### config.mk
export PLATFORM = sky130hd
export DESIGN_NAME = cpu_ctrl
export DESIGN_NICKNAME = d
export VERILOG_FILES = /design/src/logic/flag_calc.v /design/src/logic/region_decode.v /design/src/logic/cpu_ctrl.v
export VERILOG_INCLUDE_DIRS = /design/src /design/src/logic
export SDC_FILE = /design/constraint.sdc
export NUM_CORES = 1
export LEC_CHECK = 0
export BUFFER_PORTS_ARGS = -buffer_cell sky130_fd_sc_hd__buf_2
export CORE_MARGIN = 2
export CORE_UTILIZATION = 51
export CTS_CLUSTER_SIZE = 28
export DETAILED_ROUTE_END_ITERATION = 6
export MAX_ROUTING_LAYER = met4
export PLACE_DENSITY = 0.82
export SLEW_MARGIN = 20
export SYNTH_ARGS = -nofsm -noshare
export SYNTH_HDL_FRONTEND = slang
export SYNTH_SLANG_ARGS = --single-unit
### constraint.sdc
create_clock -name i_clock -period 3.7 [get_ports i_clock]
set_input_delay 0.185 -clock i_clock [delete_from_list [all_inputs] [get_ports i_clock]]
set_output_delay 0.185 -clock i_clock [all_outputs]
set_load 0.02 [all_outputs]
### src/logic/cpu_ctrl_defs.vh
`ifndef CPU_CTRL_DEFS_VH
`define CPU_CTRL_DEFS_VH

// program memory reserved regions
`define VEC_BASE        16'h0000
`define VEC_END         16'h003f
`define VEC_BRK         16'h003e
`define TABLE_CALL_INSTRUCTION_BASE      16'h0040
`define TABLE_CALL_INSTRUCTION_END       16'h007f
`define OPT_BASE        16'h0080
`define OPT_END         16'h0084
`define OPT_SWAP_BASE   16'h1080
`define OPT_SWAP_END    16'h1084
`define FAR_CALL_INSTRUCTION_BASE      16'h0800
`define FAR_CALL_INSTRUCTION_END       16'h0fff
`define COMMON_END      16'h7fff
`define BANK_BASE       16'h8000
`define BANK_END        16'hbfff
`define BANK_PHYS_BASE  17'h08000
`define NUM_BANKS       3'h6

// data memory regions
`define EXP_BASE        16'he000
`define EXP_END         16'hf7ff
`define HSRAM_BASE      16'hfb00
`define HSRAM_END       16'hfeff
`define GPR_BASE        16'hfee0
`define GPR_END         16'hfeff
`define SFR_BASE        16'hff00

// one flag bit per region; GPR addresses also set the HSRAM flag
`define REGION_W        9
`define RG_VEC          0
`define RG_TABLE_CALL_INSTRUCTION        1
`define RG_OPT          2
`define RG_FAR_CALL_INSTRUCTION        3
`define RG_BANK         4
`define RG_EXP          5
`define RG_HSRAM        6
`define RG_GPR          7
`define RG_SFR          8

// status word fields
`define PSW_IE          7
`define PSW_Z           6
`define PSW_REGISTER_BANK_SEL_HIGH        5
`define PSW_AC          4
`define PSW_REGISTER_BANK_SEL_LOW        3
`define PSW_RSVD        2
`define PSW_ISP         1
`define PSW_CY          0
`define PSW_RESET       8'h02

`define SP_RESET        16'h0000
`define SP_STEP         16'h0001
`define VEC_STEP        16'h0001

// alu flag operations
`define OP_ADD          2'h0
`define OP_SUB          2'h1
`define OP_ROT          2'h2
`define OP_BIT          2'h3

// apb register offsets
`define REG_PSW         8'h00
`define REG_PC          8'h04
`define REG_SP          8'h08
`define REG_BANK        8'h0c
`define REG_STAT        8'h10

`endif

### src/logic/flag_calc.v
`timescale 1ns/100ps
`include "cpu_ctrl_defs.vh"

module flag_calc (
    // operation
    input  wire [1:0] i_op,
    input  wire [7:0] i_a,
    input  wire [7:0] i_b,
    input  wire       i_bit_val,
    // result and flags
    output reg  [7:0] o_result,
    output reg        o_zero,
    output reg        o_aux,
    output reg        o_carry
);

    wire [8:0] sum  = {1'b0, i_a} + {1'b0, i_b};
    wire [8:0] diff = {1'b0, i_a} - {1'b0, i_b};
    wire [4:0] lsum = {1'b0, i_a[3:0]} + {1'b0, i_b[3:0]};
    wire [4:0] ldif = {1'b0, i_a[3:0]} - {1'b0, i_b[3:0]};

    always @* begin
        o_result = i_a;
        o_aux    = 1'b0;
        o_carry  = 1'b0;
        case (i_op)
            `OP_ADD: begin
                o_result = sum[7:0];
                o_aux    = lsum[4];
                o_carry  = sum[8];
            end
            `OP_SUB: begin
                o_result = diff[7:0];
                o_aux    = ldif[4];
                o_carry  = diff[8];
            end
            `OP_ROT: begin
                // rotate left, bit 7 goes round and out to carry
                o_result = {i_a[6:0], i_a[7]};
                o_carry  = i_a[7];
            end
            default: begin
                o_carry  = i_bit_val;
            end
        endcase
        o_zero = (o_result == 8'h00);
    end

endmodule

### src/logic/region_decode.v
`timescale 1ns/100ps
`include "cpu_ctrl_defs.vh"

module region_decode (
    // address in
    input  wire [15:0]            i_addr,
    input  wire [2:0]             i_bank,
    // classification
    output wire [`REGION_W-1:0]   o_region,
    output wire                   o_exec_ok,
    output wire                   o_stack_ok,
    output wire [16:0]            o_phys_addr
);

    wire in_vec   = (i_addr <= `VEC_END);
    wire in_table_call_instruction = (i_addr >= `TABLE_CALL_INSTRUCTION_BASE) && (i_addr <= `TABLE_CALL_INSTRUCTION_END);
    wire in_opt   = ((i_addr >= `OPT_BASE) && (i_addr <= `OPT_END)) ||
                    ((i_addr >= `OPT_SWAP_BASE) &&
                     (i_addr <= `OPT_SWAP_END));
    wire in_far_call_instruction = (i_addr >= `FAR_CALL_INSTRUCTION_BASE) && (i_addr <= `FAR_CALL_INSTRUCTION_END);
    wire in_bank  = (i_addr >= `BANK_BASE) && (i_addr <= `BANK_END);
    wire in_exp   = (i_addr >= `EXP_BASE) && (i_addr <= `EXP_END);
    wire in_hsram = (i_addr >= `HSRAM_BASE) && (i_addr <= `HSRAM_END);
    wire in_gpr   = (i_addr >= `GPR_BASE) && (i_addr <= `GPR_END);
    wire in_sfr   = (i_addr >= `SFR_BASE);
    wire in_rom   = (i_addr <= `BANK_END);

    assign o_region = {in_sfr, in_gpr, in_hsram, in_exp, in_bank,
                       in_far_call_instruction, in_opt, in_table_call_instruction, in_vec};

    // register banks and sfr space never hold code
    assign o_exec_ok  = (in_rom || in_exp || in_hsram) && !in_gpr;
    // only high-speed ram may hold the stack
    assign o_stack_ok = in_hsram;

    // window pages in one bank of 16 KB above the 32 KB common area
    assign o_phys_addr = in_bank ?
        (`BANK_PHYS_BASE + {i_bank, 14'h0000} + {3'h0, i_addr[13:0]}) :
        {1'b0, i_addr};

endmodule

### src/logic/cpu_ctrl.v
`timescale 1ns/100ps
`include "cpu_ctrl_defs.vh"

module cpu_ctrl (
    // clock and reset
    input  wire                 i_clock,
    input  wire                 i_rst,
    // apb slave
    input  wire                 i_psel,
    input  wire                 i_penable,
    input  wire                 i_pwrite,
    input  wire [7:0]           i_paddr,
    input  wire [31:0]          i_pwdata,
    output reg  [31:0]          o_prdata,
    output wire                 o_pready,
    output wire                 o_pslverr,
    // vector and table read port
    output wire                 o_mem_req,
    output reg  [15:0]          o_mem_addr,
    input  wire                 i_mem_ack,
    input  wire [7:0]           i_mem_rdata,
    // reset causes: pin, power-on clear, low voltage, watchdog
    input  wire [3:0]           i_reset_cause,
    // program flow
    input  wire                 i_step,
    input  wire [2:0]           i_instr_len,
    input  wire                 i_branch,
    input  wire [15:0]          i_branch_target,
    input  wire                 i_table_call,
    input  wire [4:0]           i_table_index,
    input  wire                 i_far_call,
    input  wire [10:0]          i_far_offset,
    // interrupts
    input  wire                 i_irq_req,
    input  wire                 i_irq_low_pri,
    input  wire [4:0]           i_irq_slot,
    input  wire                 i_software_break,
    output wire                 o_irq_take,
    // status word control
    input  wire                 i_psw_push,
    input  wire                 i_psw_pop,
    input  wire                 i_int_return,
    input  wire [7:0]           i_stack_rdata,
    input  wire                 i_enable_ints,
    input  wire                 i_disable_ints,
    input  wire                 i_select_bank,
    input  wire [1:0]           i_bank_num,
    // alu flag update
    input  wire                 i_alu_valid,
    input  wire [1:0]           i_alu_op,
    input  wire [7:0]           i_alu_a,
    input  wire [7:0]           i_alu_b,
    input  wire                 i_bit_val,
    // data access checked against the map
    input  wire [15:0]          i_data_addr,
    // core state
    output reg  [15:0]          o_pc,
    output reg  [15:0]          o_sp,
    output reg  [7:0]           o_psw,
    output reg  [7:0]           o_alu_result,
    output wire                 o_busy,
    output wire [1:0]           o_gpr_bank,
    // stack write port
    output reg                  o_stack_we,
    output reg  [15:0]          o_stack_addr,
    output reg  [7:0]           o_stack_wdata,
    // map decode
    output wire [16:0]          o_fetch_phys,
    output wire                 o_fetch_exec_ok,
    output wire [`REGION_W-1:0] o_data_region,
    output wire [16:0]          o_data_phys,
    output wire                 o_stack_fault
);

    localparam ST_IDLE = 3'b001;
    localparam ST_LO   = 3'b010;
    localparam ST_HI   = 3'b100;

    reg  [2:0]            state_r;
    reg  [2:0]            state_nxt;
    reg  [15:0]           addr_nxt;
    reg  [7:0]            lo_r;
    reg  [7:0]            lo_nxt;
    reg  [15:0]           pc_nxt;
    reg  [15:0]           sp_nxt;
    reg  [7:0]            psw_nxt;
    reg                   push_nxt;
    reg  [15:0]           push_addr_nxt;
    reg  [7:0]            push_data_nxt;
    reg  [7:0]            alu_nxt;
    reg  [2:0]            bank_r;
    reg  [31:0]           rd_mux;

    wire [7:0]            alu_res;
    wire                  alu_z;
    wire                  alu_ac;
    wire                  alu_cy;
    wire [`REGION_W-1:0]  fetch_region;
    wire                  stack_ok;
    wire [15:0]           sp_dec = o_sp - `SP_STEP;

    wire idle      = state_r == ST_IDLE;
    wire any_reset = |i_reset_cause;

    // apb access phase; zero wait states
    wire apb_acc   = i_psel && i_penable;
    wire apb_wr    = apb_acc && i_pwrite;
    wire map_hit   = (i_paddr == `REG_PSW) || (i_paddr == `REG_PC) ||
                     (i_paddr == `REG_SP) || (i_paddr == `REG_BANK) ||
                     (i_paddr == `REG_STAT);
    wire ro_hit    = (i_paddr == `REG_PC) || (i_paddr == `REG_STAT);
    wire bank_bad  = (i_paddr == `REG_BANK) &&
                     (i_pwdata[2:0] >= `NUM_BANKS);

    assign o_pready  = 1'b1;
    assign o_pslverr = apb_acc &&
                       (!map_hit || (i_pwrite && (ro_hit || bank_bad)));

    // only vectored sources gated by the enable and priority flags
    assign o_irq_take = idle && !any_reset && i_irq_req &&
                        o_psw[`PSW_IE] &&
                        (o_psw[`PSW_ISP] || !i_irq_low_pri);

    assign o_mem_req  = !idle;
    assign o_busy     = !idle;
    assign o_gpr_bank = {o_psw[`PSW_REGISTER_BANK_SEL_HIGH], o_psw[`PSW_REGISTER_BANK_SEL_LOW]};
    assign o_stack_fault = !stack_ok;

    flag_calc u_flags (
        .i_op      (i_alu_op),
        .i_a       (i_alu_a),
        .i_b       (i_alu_b),
        .i_bit_val (i_bit_val),
        .o_result  (alu_res),
        .o_zero    (alu_z),
        .o_aux     (alu_ac),
        .o_carry   (alu_cy)
    );

    region_decode u_fetch_map (
        .i_addr      (o_pc),
        .i_bank      (bank_r),
        .o_region    (fetch_region),
        .o_exec_ok   (o_fetch_exec_ok),
        .o_stack_ok  (),
        .o_phys_addr (o_fetch_phys)
    );

    region_decode u_data_map (
        .i_addr      (i_data_addr),
        .i_bank      (bank_r),
        .o_region    (o_data_region),
        .o_exec_ok   (),
        .o_stack_ok  (),
        .o_phys_addr (o_data_phys)
    );

    // the next push lands at sp-1, so that is the address to check
    region_decode u_stack_map (
        .i_addr      (sp_dec),
        .i_bank      (bank_r),
        .o_region    (),
        .o_exec_ok   (),
        .o_stack_ok  (stack_ok),
        .o_phys_addr ()
    );

    always @* begin
        case (i_paddr)
            `REG_PSW:  rd_mux = {24'h000000, o_psw};
            `REG_PC:   rd_mux = {16'h0000, o_pc};
            `REG_SP:   rd_mux = {16'h0000, o_sp};
            `REG_BANK: rd_mux = {29'h00000000, bank_r};
            `REG_STAT: rd_mux = {20'h00000, o_busy, stack_ok,
                                 o_fetch_exec_ok, fetch_region};
            default:   rd_mux = 32'h00000000;
        endcase
    end

    always @* begin
        state_nxt     = state_r;
        addr_nxt      = o_mem_addr;
        lo_nxt        = lo_r;
        pc_nxt        = o_pc;
        sp_nxt        = o_sp;
        psw_nxt       = o_psw;
        push_nxt      = 1'b0;
        push_addr_nxt = o_stack_addr;
        push_data_nxt = o_stack_wdata;
        alu_nxt       = o_alu_result;
        // software writes first so that core events in the same cycle win
        if (apb_wr && (i_paddr == `REG_PSW)) begin
            psw_nxt = i_pwdata[7:0];
            psw_nxt[`PSW_RSVD] = 1'b0;
        end
        if (apb_wr && (i_paddr == `REG_SP)) begin
            sp_nxt = i_pwdata[15:0];
        end
        if (any_reset) begin
            state_nxt = ST_LO;
            addr_nxt  = `VEC_BASE;
            psw_nxt   = `PSW_RESET;
        end else begin
            case (state_r)
                ST_IDLE: begin
                    if (o_irq_take || i_software_break) begin
                        push_nxt      = 1'b1;
                        push_addr_nxt = sp_dec;
                        push_data_nxt = o_psw;
                        sp_nxt        = sp_dec;
                        psw_nxt[`PSW_IE] = 1'b0;
                        // slot index doubles into the word address
                        addr_nxt  = o_irq_take ?
                            {10'h000, i_irq_slot, 1'b0} : `VEC_BRK;
                        state_nxt = ST_LO;
                    end else begin
                        if (i_table_call) begin
                            addr_nxt  = `TABLE_CALL_INSTRUCTION_BASE +
                                        {10'h000, i_table_index, 1'b0};
                            state_nxt = ST_LO;
                        end else if (i_far_call) begin
                            pc_nxt = `FAR_CALL_INSTRUCTION_BASE |
                                     {5'h00, i_far_offset};
                        end else if (i_branch) begin
                            pc_nxt = i_branch_target;
                        end else if (i_step) begin
                            pc_nxt = o_pc + {13'h0000, i_instr_len};
                        end
                        if (i_psw_push) begin
                            push_nxt      = 1'b1;
                            push_addr_nxt = sp_dec;
                            push_data_nxt = o_psw;
                            sp_nxt        = sp_dec;
                        end else if (i_psw_pop || i_int_return) begin
                            psw_nxt = i_stack_rdata;
                            psw_nxt[`PSW_RSVD] = 1'b0;
                            sp_nxt  = o_sp + `SP_STEP;
                        end
                        if (i_enable_ints) begin
                            psw_nxt[`PSW_IE] = 1'b1;
                        end else if (i_disable_ints) begin
                            psw_nxt[`PSW_IE] = 1'b0;
                        end
                        if (i_select_bank) begin
                            psw_nxt[`PSW_REGISTER_BANK_SEL_HIGH] = i_bank_num[1];
                            psw_nxt[`PSW_REGISTER_BANK_SEL_LOW] = i_bank_num[0];
                        end
                        if (i_alu_valid) begin
                            alu_nxt = alu_res;
                            psw_nxt[`PSW_CY] = alu_cy;
                            // rotate and bit ops touch carry only
                            if (!i_alu_op[1]) begin
                                psw_nxt[`PSW_Z]  = alu_z;
                                psw_nxt[`PSW_AC] = alu_ac;
                            end
                        end
                    end
                end
                ST_LO: begin
                    if (i_mem_ack) begin
                        lo_nxt    = i_mem_rdata;
                        addr_nxt  = o_mem_addr + `VEC_STEP;
                        state_nxt = ST_HI;
                    end
                end
                ST_HI: begin
                    if (i_mem_ack) begin
                        pc_nxt    = {i_mem_rdata, lo_r};
                        state_nxt = ST_IDLE;
                    end
                end
                default: begin
                    state_nxt = ST_IDLE;
                end
            endcase
        end
    end

    always @(posedge i_clock or posedge i_rst) begin
        if (i_rst) begin
            // first word after reset comes from the reset vector
            state_r       <= ST_LO;
            o_mem_addr    <= `VEC_BASE;
            lo_r          <= 8'h00;
            o_pc          <= 16'h0000;
            o_sp          <= `SP_RESET;
            o_psw         <= `PSW_RESET;
            o_alu_result  <= 8'h00;
            o_stack_we    <= 1'b0;
            o_stack_addr  <= 16'h0000;
            o_stack_wdata <= 8'h00;
            bank_r        <= 3'h0;
            o_prdata      <= 32'h00000000;
        end else begin
            state_r       <= state_nxt;
            o_mem_addr    <= addr_nxt;
            lo_r          <= lo_nxt;
            o_pc          <= pc_nxt;
            o_sp          <= sp_nxt;
            o_psw         <= psw_nxt;
            o_alu_result  <= alu_nxt;
            o_stack_we    <= push_nxt;
            o_stack_addr  <= push_addr_nxt;
            o_stack_wdata <= push_data_nxt;
            // out-of-range bank numbers are refused, not wrapped
            if (apb_wr && (i_paddr == `REG_BANK) && !bank_bad) begin
                bank_r <= i_pwdata[2:0];
            end
            // read data is latched in the setup cycle so it comes from a flop
            if (i_psel && !i_penable) begin
                o_prdata <= rd_mux;
            end
        end
    end

endmodule

==> results of run 1 <==
## synthesized netlist by cell type, types with 4 or more instances
library cell and number:
a21o_1 6, or3_1 8, nand2_1 153, a21boi_0 4
buf_2 10, buf_6 6, ha_1 27, a21oi_1 49
nor2b_1 15, a22oi_1 9, nor4b_1 4, inv_1 46
clkbuf_1 46, dfrtp_1 117, buf_4 60, o21ai_0 112
a222oi_1 4, nand3_1 31, nand2b_1 9, and4_1 4
and3_1 9, nand4_1 9, a31oi_1 8, o22ai_1 11
mux4_2 4, mux2_2 17, nor2_1 66, o221ai_1 6
o21a_1 5, o2111ai_1 7, xor2_1 15, nor3_1 23
or2_2 6, nor4_1 11, o211ai_1 7, mux2i_1 28
a211oi_1 11, xnor2_1 28, a221oi_1 15, o31ai_1 9
## cells by family (layout without fill, tap and decap cells)
family	count (synthesis)	after routing	synth area share [%]
compound gates	295	295	20.8
xor+xnor	43	43	4.15
fa+ha+maj	30	30	4.39
buf+inv	174	389	10.7
flops	119	119	32.9
mux	49	49	6.19
other cells	2	21	0.0828
simple gates	379	379	20.9
## state kept, by name (all words and copies together) (netlist names)
signal,count
o_stack_addr,16
o_pc,16
bank_r,3
o_stack_wdata,8
lo_r,8
o_sp,16
o_mem_addr,16
o_psw,8
state_r,3
o_alu_result,8
o_prdata,16
o_stack_we,1
## layout by cell type, fill, tap and decap left out, types with 5 or more instances in the layout
cell	count
clkbuf_16	17
dfrtp_1	117
xor2_1	15
and3_1	9
buf_2	295
o22ai_1	11
o211ai_1	7
o221ai_1	6
nor2_1	66
a21oi_1	49
conb_1	17
o31ai_1	9
buf_4	12
nor3_1	23
a21o_1	6
xnor2_1	28
inv_1	45
o2111ai_1	7
nand3_1	31
a221oi_1	15
nand4_1	9
mux2_2	17
a31oi_1	8
o21a_1	5
nor4_1	11
a22oi_1	9
or2_2	6
nand2_1	153
nor2b_1	15
nand2b_1	9
or3_1	8
ha_1	27
a211oi_1	11
o21ai_0	111
mux2i_1	28
## stage by stage
stage / setup WS [ps] / hold WS, ps / utilization (%)
after floorplan: 361 / 316 / -
after global placement: 719 / 406 / 58.8
after detailed placement: 669 / 411 / 58.8
after CTS: 219 / 5.04 / 62.6
after global routing: 79.8 / 6.58 / 62.6
final: 182 / 14.2 / 62.6
## power by group
part | switching (mW) | total, mW | internal, mW
combinational | 0.363 | 0.620 | 0.257
sequential | 0.0632 | 1.41 | 1.34
clock | 0.648 | 1.80 | 1.15
total | 1.07 | 3.83 | 2.75
## metal layers
| metal | wire length (microns) | GRT usage [%] |
|---|---|---|
| met5 | 0 | - |
| met4 | 1260 | 14.1 |
| met3 | 2510 | 7.25 |
| met2 | 13500 | 47.9 |
| met1 | 11800 | 38.8 |
## critical path: stages (launching register included)
cell and delay [ps]:
dfrtp_1 510, inv_1 110, ha_1 250, nor3b_4 350, nand3_4 170, or4b_4 540, xor2_1 180, nand3b_1 180
or4_4 440, buf_2 180
## what timing repair did
item | in CTS | in global routing
endpoints found under the hold margin | 64 | 0
buffers inserted | 0 | 0
hold buffers | 1 | 0
## worst max path at each step
stage                       from               endpoint  slack (ps)
6_report       o_sp[0]$_DFF_PP0_          o_stack_fault         180
5_1_grt        o_sp[0]$_DFF_PP0_          o_stack_fault          80
4_1_cts        o_sp[0]$_DFF_PP0_          o_stack_fault         220
3_5_place_dp   o_sp[0]$_DFF_PP0_          o_stack_fault         670
3_3_place_gp   o_sp[0]$_DFF_PP0_          o_stack_fault         720
2_1_floorplan              i_rst  bank_r[0]$_DFFE_PP0P_         360
## cell type report
| type | instances | area [sq um] | area share, % |
|---|---|---|---|
| Multi-Input combinational cell | 813 | 5180 | 47.7 |
| Sequential cell | 119 | 2980 | 27.4 |
| Timing Repair Buffer | 309 | 1600 | 14.7 |
| Clock buffer | 19 | 443 | 4.08 |
| Tap cell | 225 | 282 | 2.59 |
| Clock inverter | 13 | 193 | 1.77 |
| Inverter | 48 | 183 | 1.68 |
| Antenna cell | 4 | 10.0 | 0.0921 |
==> flow_summary_export.csv, run 1 <==
group,metric,value,unit
detailed_routing,remaining_drc_errors,0,
clocking,cts_sinks,119,
floorplan,coreArea,0.0174,sq mm
floorplan,ioPinCount,330,
sta,hold_viol_final,0,
clocking,cts-root-buf,"clkbuf_16",
clocking,cts_tree,"yes",
sta,fmaxAchievable,284,MHz
min_path,min_from,"i_mem_rdata[7]",
run_status,outcome,"finished clean",
cells_and_area,nets,1495,
global_route,grt_max_degree,67,
logic_synthesis,ys_seq_area_share,32.9,%
clocking,clk_pin_slew_worst_paths,60,ps
clocking,numCtsBuffers,17,
pwr,leakage,5.39,nW
setup_path,crit_path_end_kind,"output pin",
min_path,holdPathStages,2,
floorplan,die_w,137,microns
clocking,clockBufferDepth,2,
setup_path,crit-reg2reg-launch,"o_sp[0]$_DFF_PP0_",
sta,rsz0062_at_grt,"false",
cells_and_area,drive_above_1_share,29.5,%
run,max_cap_violations,0,
placement,dp_cells,1513,
setup_path,critPathKind,"flip-flop to output pin",
sta,tns,0,ps
sta,tightestPinTransition,833,ps
setup_path,start_kind,"flip-flop",
placement,hpwl,22200,microns
global_route,grt_pass1_wl,44200,microns
logic_synthesis,synth_edf_count,0,
floorplan,initial_utilization,52.2,%
pwr,pwr_density_cell,352,mW/mm^2
placement,gp_congestion,0.969,
setup_path,r2r_cells,9,
sta,drv_slew,0,
sta,min_period_over_period,95.1,%
detailed_routing,wire_per_inst,18.8,microns
logic_synthesis,ys_types,84,
pwr,irDropWorstVdd,0.000317,V
pwr,finalPower,3.83,mW
logic_synthesis,syn_inst,1091,
global_route,grt_pass1_vias,8467,
floorplan,rows,48,
detailed_routing,vias,9310,
logic_synthesis,synth_top_cell_by_area,"dfrtp_1",
logic_synthesis,ys_top_cells_by_area,"dfrtp_1 (32%), nand2_1 (6.3%), o21ai_0 (6.2%)",
setup_path,worst_ep_arrival_time,3330,ps
logic_synthesis,yosysWarningCount,0,
detailed_routing,ant_nets,0,
floorplan,dieHeight,137,microns
floorplan,die_area,0.0189,sq mm
cells_and_area,finalNonFillerCells,1550,
setup_path,worstPathRequired,3510,ps
cells_and_area,fillers,1516,
logic_synthesis,ys_ff_latch,119,
logic_synthesis,synthArstFlopShare,100,%
placement,port_buffers,295,
global_route,grt.total_usage,31.1,%
logic_synthesis,synth_top_area_share,32.3,%
global_route,gr-total-overflow,0,
cells_and_area,stdcell_area,0.0109,sq mm
setup_path,r2r_slack,780,ps
min_path,min_to,"lo_r[7]$_DFFE_PP0P_",
detailed_routing,drtIter0Drc,969,
min_path,hp-class,"primary input to flip-flop",
sta,setup_viol,0,
clocking,htree_levels,4,
clocking,clkLatencyLatePin,420,ps
detailed_routing,drt_wl_total,29200,microns
detailed_routing,dr.pass1.iters,6,
setup_path,cp_max_fo,11,
setup_path,r2r-end,"o_prdata[10]$_DFFE_PP0P_",
logic_synthesis,synth.avg_cell_area,8.31,sq um
clocking,post_cts_resized,0,
detailed_routing,viasPerCell,6.01,
cells_and_area,areaGrowthSynthToFinish,19.9,%
global_route,antenna_found_initial,4,
logic_synthesis,netlist_area,0.00907,sq mm
sta,skew,12.5,ps
logic_synthesis,synth_flop_cell,"dfrtp_1",
sta,slew_headroom,43.8,%
placement,dpl-instance-area,0.0102,sq mm
sta,period_needed,3520,ps
No activity file was read; power rests on OpenSTA's default activity.
==> run 2, diff against run 1 <==
Settings changed: ABC_AREA from default to 0, CORE_ASPECT_RATIO from default to 1.5, CTS_CLUSTER_SIZE 28 to 24.
==> run 2 against run 1 <==
Against the previous run:
- the run now ends with DRC left
- global-route usage grew 0.77 points
- cell area is 0.66% lower
- sequential power about the same
- via count decreased by 1.1%
- sequential share of layout area increased by 0.18 points
- clock-buffer cell count is 1 higher
- die area grew 0.11%
- routed wire length up 2.7%
- hold slack improved by 0.70 ps
- flip-flop and latch count is the same
- critical path depth is the same
- fmax increased by 1.1%
- highest routed layer unchanged
==> flow_summary_export.csv, run 2 (synthesis results as in run 1) <==
group,metric,value,unit
clocking,cts-root-buf,"clkbuf_16",
pwr,irDropWorstVdd,0.000216,V
global_route,grt_pass1_vias,8807,
global_route,grt.total_usage,31.8,%
floorplan,dieHeight,167,microns
detailed_routing,dr.pass1.iters,7,
floorplan,initial_utilization,52.1,%
cells_and_area,nets,1496,
cells_and_area,fillers,1568,
clocking,cts_setup_buffers,0,
sta,slew_headroom,40.9,%
setup_path,crit_slowest_cell,"or4b_4",
clocking,clockBufferDepth,2,
detailed_routing,viasPerCell,5.99,
clocking,cts_sinks,119,
detailed_routing,drt_wl_total,29900,microns
sta,period_needed,3480,ps
clocking,htree_levels,4,
detailed_routing,vias,9211,
detailed_routing,remaining_drc_errors,13,
sta,tns,0,ps
sta,skew,10.4,ps
setup_path,cp_max_fo,11,
sta,fmaxAchievable,287,MHz
clocking,cts_tree,"yes",
placement,gp_congestion,0.968,
cells_and_area,areaGrowthSynthToFinish,19.1,%
setup_path,crit_path_cell_trace,"inv_1 > ha_1 > nor3b_4 > nand3_4 > or4b_4 > xor2_1 > nand3b_1 > or4_4 > buf_2",
sta,tightestPinTransition,884,ps
floorplan,ioPinCount,330,
placement,pre_cts_ws,641,ps
setup_path,max_stage_delay,540,ps
sta,min_period_over_period,94.1,%
floorplan,die_area,0.0189,sq mm
sta,setup_viol,0,
global_route,grt_pass1_wl,46500,microns
clocking,cts_hold_buffers,1,
run_status,violations,"DRC",
clocking,clk_pin_slew_worst_paths,50,ps
setup_path,worst_ep_arrival_time,3300,ps
setup_path,critPathKind,"flip-flop to output pin",
placement,hpwl,23100,microns
setup_path,crit-reg2reg-launch,"o_sp[0]$_DFF_PP0_",
floorplan,rows,59,
min_path,hp-class,"primary input to flip-flop",
cells_and_area,mostFrequentLayoutCells,"buf_2 (295), nand2_1 (153), dfrtp_1 (117), o21ai_0 (111), nor2_1 (66)",
min_path,min_from,"i_stack_rdata[1]",
sta,rsz0062_at_grt,"false",
setup_path,crit_path_end_kind,"output pin",
run_status,outcome,"finished, violations left",
cells_and_area,drive_above_1_share,29.5,%
pwr,finalPower,3.67,mW
clocking,post_cts_resized,0,
sta,fin_ws,219,ps
clocking,numCtsBuffers,17,
setup_path,start_kind,"flip-flop",
global_route,antenna_found_initial,3,
floorplan,coreArea,0.0174,sq mm
placement,port_buffers,295,
floorplan,die_w,113,microns
clocking,clkLatencyLatePin,420,ps
sta,hold_viol_final,0,
setup_path,worstPathRequired,3510,ps
cells_and_area,stdcell_area,0.0108,sq mm
cells_and_area,final_common_cell,"buf_2",
run,max_cap_violations,0,
sta,drv_slew,0,
detailed_routing,wire_per_inst,19.5,microns
detailed_routing,drtIter0Drc,653,
global_route,gr-total-overflow,0,
pwr,leakage,5.37,nW
pwr,pwr_density_cell,340,mW/mm^2
detailed_routing,ant_nets,0,
placement,dpl-instance-area,0.0102,sq mm
setup_path,cp-startpoint,"o_sp[0]$_DFF_PP0_",
global_route,grt_max_degree,109,
-- run 2: through the flow --
step           hold WS, ps  utilization, %  cells
6_report              14.9            62.0   1538
5_1_grt               26.1            62.0   1538
4_1_cts               2.70            61.9   1535
3_5_place_dp           111            58.6   1502
3_3_place_gp           109            58.6   1502
2_1_floorplan          316               -   1106
-- run 2: cell type report --
type                    instances  area, sq um  share of cell area (%)
flip-flops and latches        119         2980                    27.6
repair buffers                310         1600                    14.9
multi-input cells             813         5180                    48.0
clock inverters                12          128                    1.18
inverters                      48          183                    1.69
diodes                          3         7.51                  0.0695
well taps                     213          267                    2.47
clock buffers                  20          447                    4.14
-- run 2: worst paths after layout --
path	endpoint	slack (ps)	cells after the start
max	o_stack_fault	220	9
min	o_psw[1]$_DFF_PP1_	10	3
max reg2reg	o_prdata[10]$_DFFE_PP0P_	800	9
min reg2reg	o_prdata[7]$_DFFE_PP0P_	470	2
max in group asynchronous	o_prdata[7]$_DFFE_PP0P_	2660	4
min in group asynchronous	o_alu_result[6]$_DFFE_PP0P_	220	3
-- run 2: worst max-delay path: cells and delay by family, from the launching register on --
kind,cells,cell delay [ps]
AND/OR/NAND/NOR,5,1650
adder cells (fa/ha/maj),1,240
XOR/XNOR,1,180
flip-flops,1,510
buffers and inverters,2,290
-- run 2: report_power, final --
group	leakage, nW	total, mW	switching (mW)	internal (mW)
Sequential	1.61	1.41	0.0650	1.34
Clock	0.272	1.64	0.630	1.01
Combinational	3.49	0.625	0.368	0.257
-- run 2: per-layer routing --
metal	up-vias	GRT usage (%)	routed length [microns]
li1	4284	-	-
met1	4364	36.1	10900
met2	463	55.3	15500
met3	100	4.23	2100
met4	0	15.1	1480
met5	-	-	0
